[src/verilog/radio_spi_defs.vh]
// Shared constants for the radio serial control port host controller
`ifndef RADIO_SPI_DEFS_VH
`define RADIO_SPI_DEFS_VH

// ============================================================
// Clock and link timing
// ============================================================
`define CLK_PERIOD_NS 40
`define T_CS_SETUP_NS 125
`define T_CS_HOLD_NS 125
`define T_CS_IDLE_NS 125
// Least times round up to whole cycles
`define CS_SETUP_CYC ((`T_CS_SETUP_NS + `CLK_PERIOD_NS - 1) / `CLK_PERIOD_NS)
`define CS_HOLD_CYC ((`T_CS_HOLD_NS + `CLK_PERIOD_NS - 1) / `CLK_PERIOD_NS)
`define CS_IDLE_CYC ((`T_CS_IDLE_NS + `CLK_PERIOD_NS - 1) / `CLK_PERIOD_NS)
// Half periods of the serial clock in system cycles (normal, low power)
`define SCK_HALF_CYC 3
`define SCK_HALF_SLOW_CYC 13

// ============================================================
// Frame layout
// ============================================================
`define RW_READ 1'b1
`define RW_WRITE 1'b0
`define LAST_BIT 3'h7
`define FILL_BYTE 8'h00

// ============================================================
// Register map of the device and start-up values
// ============================================================
`define ADDR_STATUS_PRIMARY 7'h00
`define STATUS_CLEAR_ALL 8'hff
`define POWER_STANDBY 8'h00
`define CAL_CHANNEL 8'h13
`define INIT_LAST_STEP 2'h3

`endif

[src/verilog/sck_tick_gen.v]
// Serial clock half-period enable generator
`timescale 1ns/1ps
`default_nettype none

module sck_tick_gen #(
    parameter HALF = 3,
    parameter HALF_SLOW = 13
) (
    // Clock and reset
    input wire clk_i,
    input wire rst_n_i,
    // Control
    input wire run_i,
    input wire slow_i,
    // Enable pulse
    output reg tick_o
);

    // ============================================================
    // Divider
    // ============================================================
    reg [4:0] cnt_ff; // Cycles into the current half period
    wire [4:0] limit; // Last count of a half period
    localparam [31:0] HALF_LAST = HALF - 1; // Last count, normal rate
    localparam [31:0] HALF_SLOW_LAST = HALF_SLOW - 1; // Last count, slow rate

    // Counter is five bits wide, so only the low bits of each limit matter
    assign limit = slow_i ? HALF_SLOW_LAST[4:0] : HALF_LAST[4:0];

    // Count while running, pulse once per half period
    always @(posedge clk_i or negedge rst_n_i) begin
        if (!rst_n_i) begin
            cnt_ff <= 5'h00;
            tick_o <= 1'b0;
        end else if (!run_i) begin
            cnt_ff <= 5'h00;
            tick_o <= 1'b0;
        end else if (cnt_ff >= limit) begin
            cnt_ff <= 5'h00;
            tick_o <= 1'b1;
        end else begin
            cnt_ff <= cnt_ff + 5'h01;
            tick_o <= 1'b0;
        end
    end

endmodule
`default_nettype wire

[src/verilog/radio_spi_host.v]
// Host-side serial control port master for the radio transceiver
`timescale 1ns/1ps
`default_nettype none
`include "radio_spi_defs.vh"

// Overview of operation
// - Frame each access with chip select low
// - First bit: one reads, zero writes
// - Seven address bits, then data bytes
// - Every byte goes most significant first
// - Read: command byte plus data bytes
// - Write: command byte plus data bytes
// - Single byte frame returns only status
// - Change data on fall, sample on rise
// - Host clears reset flag after power-up
// - Writing 0x00 returns to standby
// - Host calibrates on channel 19 after reset
module radio_spi_host #(
    parameter ADDR_POWER = 7'h01,
    parameter ADDR_CHANNEL = 7'h02,
    parameter ADDR_SETUP = 7'h03,
    parameter CAL_REQ_VALUE = 8'h01
) (
    // Clock and reset
    input wire ref_clk_i,
    input wire arst_n_i,
    // User command port
    input wire cmd_valid_i,
    input wire cmd_read_i,
    input wire [6:0] cmd_addr_i,
    input wire [5:0] cmd_len_i,
    input wire slow_link_i,
    output reg cmd_ready_o,
    output reg done_o,
    // User write data
    input wire [7:0] wr_data_i,
    output reg wr_take_o,
    // User read data and status
    output reg [7:0] rd_data_o,
    output reg rd_valid_o,
    output reg [7:0] status_o,
    output reg status_valid_o,
    output reg init_done_o,
    // Interrupt pin
    input wire irq_pin_i,
    input wire irq_active_low_i,
    output reg irq_o,
    // Serial link pins
    output reg csn_o,
    output reg sck_o,
    output reg sdi_o,
    input wire sdo_i
);

    // ============================================================
    // States
    // ============================================================
    localparam ST_IDLE = 3'h0;
    localparam ST_SETUP = 3'h1;
    localparam ST_SHIFT = 3'h2;
    localparam ST_HOLD = 3'h3;
    localparam ST_GAP = 3'h4;

    // ============================================================
    // Start-up sequence table
    // ============================================================
    // Address and data written at each start-up step
    function [14:0] init_word;
        input [1:0] step;
        begin
            case (step)
                2'h0: init_word = {ADDR_POWER, `POWER_STANDBY};
                2'h1: init_word = {`ADDR_STATUS_PRIMARY, `STATUS_CLEAR_ALL};
                2'h2: init_word = {ADDR_CHANNEL, `CAL_CHANNEL};
                default: init_word = {ADDR_SETUP, CAL_REQ_VALUE};
            endcase
        end
    endfunction

    // ============================================================
    // Reset release and pin synchronisers
    // ============================================================
    reg [1:0] rst_sync_ff; // Reset release chain
    wire rst_n; // Synchronised reset
    reg [1:0] pin_meta_ff; // First stage for sdo and irq
    reg [1:0] pin_sync_ff; // Second stage for sdo and irq
    wire sdo_s; // Synchronised data-out
    wire irq_s; // Synchronised interrupt pin

    // Release reset through two flops
    always @(posedge ref_clk_i or negedge arst_n_i) begin
        if (!arst_n_i) begin
            rst_sync_ff <= 2'b00;
        end else begin
            rst_sync_ff <= {rst_sync_ff[0], 1'b1};
        end
    end
    assign rst_n = rst_sync_ff[1];

    // Two-flop synchronisers for pin inputs
    always @(posedge ref_clk_i or negedge rst_n) begin
        if (!rst_n) begin
            pin_meta_ff <= 2'b00;
            pin_sync_ff <= 2'b00;
        end else begin
            pin_meta_ff <= {irq_pin_i, sdo_i};
            pin_sync_ff <= pin_meta_ff;
        end
    end
    assign sdo_s = pin_sync_ff[0];
    assign irq_s = pin_sync_ff[1];

    // ============================================================
    // Serial clock enable
    // ============================================================
    reg [2:0] state_ff; // Frame state
    reg slow_ff; // Rate captured for the frame
    wire tick; // Half-period enable

    sck_tick_gen #(
        .HALF(`SCK_HALF_CYC),
        .HALF_SLOW(`SCK_HALF_SLOW_CYC)
    ) u_tick (
        .clk_i(ref_clk_i),
        .rst_n_i(rst_n),
        .run_i(state_ff == ST_SHIFT),
        .slow_i(slow_ff),
        .tick_o(tick)
    );

    // ============================================================
    // Frame engine
    // ============================================================
    reg [3:0] cnt_ff; // Setup, hold and gap counter
    reg [7:0] tx_sr_ff; // Bits still to send
    reg [7:0] rx_sr_ff; // Bits received so far
    reg [2:0] bit_ff; // Bit index within byte
    reg [5:0] left_ff; // Data bytes still to move
    reg read_ff; // Frame is a read
    reg first_ff; // Command byte in flight
    reg end_ff; // Last byte sampled
    reg from_init_ff; // Frame belongs to start-up
    reg [7:0] init_data_ff; // Start-up data byte
    reg [1:0] init_step_ff; // Start-up step
    wire [14:0] iw; // Current start-up word
    wire [7:0] rx_byte; // Byte completed on this rise
    wire [7:0] cmd_byte; // Command byte to start

    assign iw = init_word(init_step_ff);
    assign rx_byte = {rx_sr_ff[6:0], sdo_s};
    // Read flag leads, address follows
    assign cmd_byte = init_done_o ? {cmd_read_i ? `RW_READ : `RW_WRITE, cmd_addr_i}
                                  : {`RW_WRITE, iw[14:8]};

    // Main frame sequencer
    always @(posedge ref_clk_i or negedge rst_n) begin
        if (!rst_n) begin
            state_ff <= ST_IDLE;
            cnt_ff <= 4'h0;
            tx_sr_ff <= 8'h00;
            rx_sr_ff <= 8'h00;
            bit_ff <= 3'h0;
            left_ff <= 6'h00;
            read_ff <= 1'b0;
            first_ff <= 1'b0;
            end_ff <= 1'b0;
            from_init_ff <= 1'b0;
            init_data_ff <= 8'h00;
            init_step_ff <= 2'h0;
            slow_ff <= 1'b0;
            csn_o <= 1'b1;
            sck_o <= 1'b0;
            sdi_o <= 1'b0;
            cmd_ready_o <= 1'b0;
            done_o <= 1'b0;
            wr_take_o <= 1'b0;
            rd_data_o <= 8'h00;
            rd_valid_o <= 1'b0;
            status_o <= 8'h00;
            status_valid_o <= 1'b0;
            init_done_o <= 1'b0;
        end else begin
            // Pulses default low
            done_o <= 1'b0;
            wr_take_o <= 1'b0;
            rd_valid_o <= 1'b0;
            status_valid_o <= 1'b0;
            case (state_ff)
                ST_IDLE: begin
                    // Start-up frames first, then user frames
                    if (!init_done_o || (cmd_valid_i && cmd_ready_o)) begin
                        cmd_ready_o <= 1'b0;
                        csn_o <= 1'b0;
                        sdi_o <= cmd_byte[7];
                        tx_sr_ff <= {cmd_byte[6:0], 1'b0};
                        read_ff <= init_done_o & cmd_read_i;
                        left_ff <= init_done_o ? cmd_len_i : 6'h01;
                        from_init_ff <= ~init_done_o;
                        init_data_ff <= iw[7:0];
                        slow_ff <= slow_link_i;
                        first_ff <= 1'b1;
                        end_ff <= 1'b0;
                        bit_ff <= 3'h0;
                        cnt_ff <= 4'h0;
                        state_ff <= ST_SETUP;
                    end else begin
                        cmd_ready_o <= 1'b1;
                    end
                end
                ST_SETUP: begin
                    // Chip select leads the first clock edge
                    if (cnt_ff >= `CS_SETUP_CYC - 1) begin
                        state_ff <= ST_SHIFT;
                    end else begin
                        cnt_ff <= cnt_ff + 4'h1;
                    end
                end
                ST_SHIFT: begin
                    if (tick && !sck_o) begin
                        // Rising edge: sample data-out
                        sck_o <= 1'b1;
                        rx_sr_ff <= rx_byte;
                        bit_ff <= bit_ff + 3'h1;
                        if (bit_ff == `LAST_BIT) begin
                            // Whole byte done
                            first_ff <= 1'b0;
                            if (first_ff) begin
                                status_o <= rx_byte;
                                status_valid_o <= 1'b1;
                            end else if (read_ff) begin
                                rd_data_o <= rx_byte;
                                rd_valid_o <= 1'b1;
                            end
                            if (left_ff == 6'h00) begin
                                end_ff <= 1'b1;
                            end else begin
                                left_ff <= left_ff - 6'h01;
                                if (read_ff) begin
                                    tx_sr_ff <= `FILL_BYTE;
                                end else if (from_init_ff) begin
                                    tx_sr_ff <= init_data_ff;
                                end else begin
                                    tx_sr_ff <= wr_data_i;
                                    wr_take_o <= 1'b1;
                                end
                            end
                        end
                    end else if (tick) begin
                        // Falling edge: next data-in bit
                        sck_o <= 1'b0;
                        if (end_ff) begin
                            cnt_ff <= 4'h0;
                            state_ff <= ST_HOLD;
                        end else begin
                            sdi_o <= tx_sr_ff[7];
                            tx_sr_ff <= {tx_sr_ff[6:0], 1'b0};
                        end
                    end
                end
                ST_HOLD: begin
                    // Clock settles before chip select rises
                    if (cnt_ff >= `CS_HOLD_CYC - 1) begin
                        csn_o <= 1'b1;
                        sdi_o <= 1'b0;
                        cnt_ff <= 4'h0;
                        state_ff <= ST_GAP;
                    end else begin
                        cnt_ff <= cnt_ff + 4'h1;
                    end
                end
                ST_GAP: begin
                    // Least chip select inactive time
                    if (cnt_ff >= `CS_IDLE_CYC - 1) begin
                        state_ff <= ST_IDLE;
                        if (from_init_ff) begin
                            // Step through standby, flag clear, channel, calibrate
                            if (init_step_ff == `INIT_LAST_STEP) begin
                                init_done_o <= 1'b1;
                            end else begin
                                init_step_ff <= init_step_ff + 2'h1;
                            end
                        end else begin
                            done_o <= 1'b1;
                        end
                    end else begin
                        cnt_ff <= cnt_ff + 4'h1;
                    end
                end
                default: begin
                    state_ff <= ST_IDLE;
                end
            endcase
        end
    end

    // ============================================================
    // Interrupt pin decode
    // ============================================================
    // Normalise pin level to active high
    always @(posedge ref_clk_i or negedge rst_n) begin
        if (!rst_n) begin
            irq_o <= 1'b0;
        end else begin
            irq_o <= irq_s ^ irq_active_low_i;
        end
    end

endmodule
`default_nettype wire

[config.mk]
export PLATFORM = sky130hd
export DESIGN_NAME = radio_spi_host
export DESIGN_NICKNAME = d
export VERILOG_FILES = /design/src/verilog/sck_tick_gen.v /design/src/verilog/radio_spi_host.v
export VERILOG_INCLUDE_DIRS = /design/src /design/src/verilog
export SDC_FILE = /design/constraint.sdc
export NUM_CORES = 1
export LEC_CHECK = 0
export BUFFER_PORTS_ARGS = -buffer_cell sky130_fd_sc_hd__buf_2
export CAP_MARGIN = 20
export CORE_ASPECT_RATIO = 0.5
export CORE_MARGIN = 2
export CORE_UTILIZATION = 55
export DETAILED_ROUTE_END_ITERATION = 8
export PLACE_DENSITY = 0.87
export SETUP_SLACK_MARGIN = 0.1
export SLEW_MARGIN = 10
export SYNTH_ARGS = -nofsm -noshare
export SYNTH_HDL_FRONTEND = slang
export SYNTH_SLANG_ARGS = --single-unit
[constraint.sdc]
create_clock -name ref_clk_i -period 7.35 [get_ports ref_clk_i]
set_input_delay 1.47 -clock ref_clk_i [delete_from_list [all_inputs] [get_ports ref_clk_i]]
set_output_delay 1.47 -clock ref_clk_i [all_outputs]
set_load 0.01 [all_outputs]
==> impl_results.md <==
* Routability Congestion at 0.911
* CP bufs+invs at 1
* Clock skew at 0.00611 ns
* Worst Slack Setup Final at 4.53 ns
* Comb power frac at 0.324
* Layout net count at 426
* Root Buffer: clkbuf_16
* Fin crit period at 2.82 ns
* Switching Share at 0.352
* Sequential-to-total area share from yosys stat at 0.512
* Setup TNS at 0 ns
* Status: complete, no violations
* CTS tree: done
* Detail Placement HPWL at 5460 um
* Pwr Density at 368 nW/um^2
* # rows at 21
* Startpoint types: register
* Clock sinks at 79
* All-Layer GR Usage at 0.237
* Post-CTS Setup Inserts at 0
* Worst vdd ir at 0.169 mV
* Post-route cell area at 4500 sq um
* Initial Util at 0.573
* Hold crit path type: reg -> reg
* Final setup viols at 0
* Commonest non-fill, non-tap cells in the layout: dfrtp_1, buf_2, mux2_2
* WS Path Type: reg -> out
* Setup WS pre-CTS at 4.35 ns
* CP arrival at 1.35 ns
* Placed Area at 4190 sq um
* Final Hold Violating Endpoints at 0
* Max Clock Freq at 355 MHz
* Largest net degree at the start of global routing at 78
* Cell Int Power at 1070 uW
* Vias at 2,884
* Yosys warnings at 0
* Core area at 6750 sq um
* Critical Path RT at 5.88 ns
* DRT antenna net count at 0
* Slew Viols, Final at 0
* Vias in the first global route at 2,843
* Crit-path max cell delay at 0.76 ns
* DRC at 0
* First-pass GRT wire length at 14,000 um
* Vias per cell at 6.00
* Max-Cap Viols at 0
* DRT Wirelength at 8490 um
* Antenna Cells at 0
* Clock network power share at 0.278
* Worst path cell trace: buf_2
* Grt total ovfl at 0
* Bufs on Longest Clock Path at 2
* Flop pwr share at 0.398
* Proportion of layout cells with a drive suffix above 1 at 0.288
* Resized Gates After CTS at 0
* Pin slew with the least headroom to its limit at 0.979 ns
* Worst-path fanout max at 19
* Most common flop cell mapped by yosys: dfrtp_1
* Syn_nets at 375
* Slew HR at 0.346
* RSZ-0062 raised after global routing: false
* Register bit total from synthesis at 79
* Commonest non-fill, non-tap cell in the layout: dfrtp_1
* Worst-path clk slew at 0.06 ns
* Setup crit end kind: output pin
* Htree depth at 3
* I/O Pins at 55
* WL/cell at 17.6 um
* DR pass1 iterations at 5
* Post-Synthesis Mean Instance Area at 11.6 sq um
* Synth unique cells at 60
* Initial antenna violation count at 0
* Area of the mapped netlist at 3870 sq um
* Final Non-Filler Cells at 481
* Die Y at 63.3 um
* Delay-heaviest family, CP: flip-flops
* # hold bufs at CTS at 0
* Clock buffer count from CTS at 9
* Pleak at 0.00221 uW
* Critical path's slowest cell: dfrtp_1
* Number of synthesized flops with an enable pin at 0
* Placed cell count at 465
* Die area at 7760 sq um
* Ys async rst share at 1.00
* Cells after synthesis at 333
* Port Buffers at 54
* Die W at 123 um
* Switching power at 582 uW
* Area delta synth->final at 16.4%
* Clk_lat worst skew at 0.34 ns
* DR iter-0 viols at 300
* Final cycle utilization of the critical path at 0.384
[flip-flops by register name, summed over array words and instances (netlist names), 2 cells and up]
register       cells
bit_ff             3
init_step_ff       2
state_ff           3
rd_data_o          8
init_data_ff       3
pin_sync_ff        2
u_tick.cnt_ff      5
rx_sr_ff           7
cnt_ff             4
status_o           8
tx_sr_ff           8
left_ff            6
rst_sync_ff        2
pin_meta_ff        2
[power by group through the flow]
stage / Clock [uW] / Sequential [uW] / Combinational [uW]
6_report: 460 / 658 / 536
5_1_grt: 485 / 672 / 583
4_1_cts: 467 / 654 / 530
3_5_place_dp: 0 / 658 / 516
3_3_place_gp: 0 / 649 / 485
2_1_floorplan: 0 / 608 / 452
[kinds of logic after synthesis]
| logic type | count (synthesis) | synth area share |
|---|---|---|
| simple gates | 84 | 0.127 |
| buf+inv | 30 | 0.0353 |
| mux | 47 | 0.144 |
| compound gates | 73 | 0.126 |
| other cells | 1 | 0.000970 |
| xor+xnor | 6 | 0.0136 |
| flops | 79 | 0.512 |
| fa+ha+maj | 13 | 0.0421 |
[final timing paths]
| check | startpoint | to | slack, ns | cells after the start |
|---|---|---|---|---|
| max | init_done_o | init_done_o | 4.53 | 1 |
| min | pin_meta_ff[1] | pin_sync_ff[1] | 0.35 | 0 |
| max reg2reg | state_ff[1] | tx_sr_ff[2] | 4.97 | 5 |
| min reg2reg | pin_meta_ff[1] | pin_sync_ff[1] | 0.35 | 0 |
| max in group asynchronous | rst_sync_ff[1] | bit_ff[0] | 6.24 | 1 |
| min in group asynchronous | rst_sync_ff[1] | pin_meta_ff[0] | 0.49 | 1 |
[routing by layer]
metal,track usage,part of all wire
met5,0,0
met1,0.310,0.44
met3,0.0688,0.063
met2,0.381,0.49
met4,0.0790,0.015
[cell usage after synthesis (all sizes together), types with 2 or more instances]
cell type | count | area share
a22oi | 7 | 0.014
a21oi | 11 | 0.014
a31oi | 3 | 0.0049
nor4b | 2 | 0.0084
nor4 | 6 | 0.0097
nor3 | 8 | 0.016
nand2b | 7 | 0.011
a221oi | 4 | 0.0091
nand2 | 18 | 0.017
mux2i | 3 | 0.0078
nor3b | 5 | 0.0097
nor2 | 12 | 0.012
a21boi | 3 | 0.0068
dfrtp | 78 | 0.50
xor2 | 3 | 0.0068
a211o | 2 | 0.0045
o2bb2ai | 2 | 0.0045
o21a | 2 | 0.0039
nand3 | 10 | 0.013
and2 | 2 | 0.0032
a2bb2oi | 2 | 0.0045
or2 | 4 | 0.0065
ha | 13 | 0.042
clkbuf | 7 | 0.0068
mux2 | 44 | 0.14
nor2b | 3 | 0.0049
o31a | 2 | 0.0045
o21ai | 20 | 0.026
o31ai | 3 | 0.0058
xnor2 | 3 | 0.0068
o22ai | 5 | 0.0081
inv | 13 | 0.013
buf | 10 | 0.016
[through the flow]
step / total power, uW / utilization / hold WS, ns
floorplan: 1060 / - / 0.331
global placement: 1130 / 0.620 / 0.335
detailed placement: 1170 / 0.620 / 0.341
CTS: 1650 / 0.666 / 0.353
global route: 1740 / 0.666 / 0.365
finish: 1650 / 0.666 / 0.351
[final cells by class]
| type | instances | area, sq um |
|---|---|---|
| Clock buffer | 14 | 274 |
| Tap cell | 92 | 115 |
| Inverter | 13 | 48.8 |
| Clock inverter | 2 | 37.5 |
| Sequential cell | 79 | 1980 |
| Multi-Input combinational cell | 224 | 1750 |
| Timing Repair Buffer | 57 | 293 |
| Fill cell | 486 | 2250 |
Power figures use the tool's default switching activity.
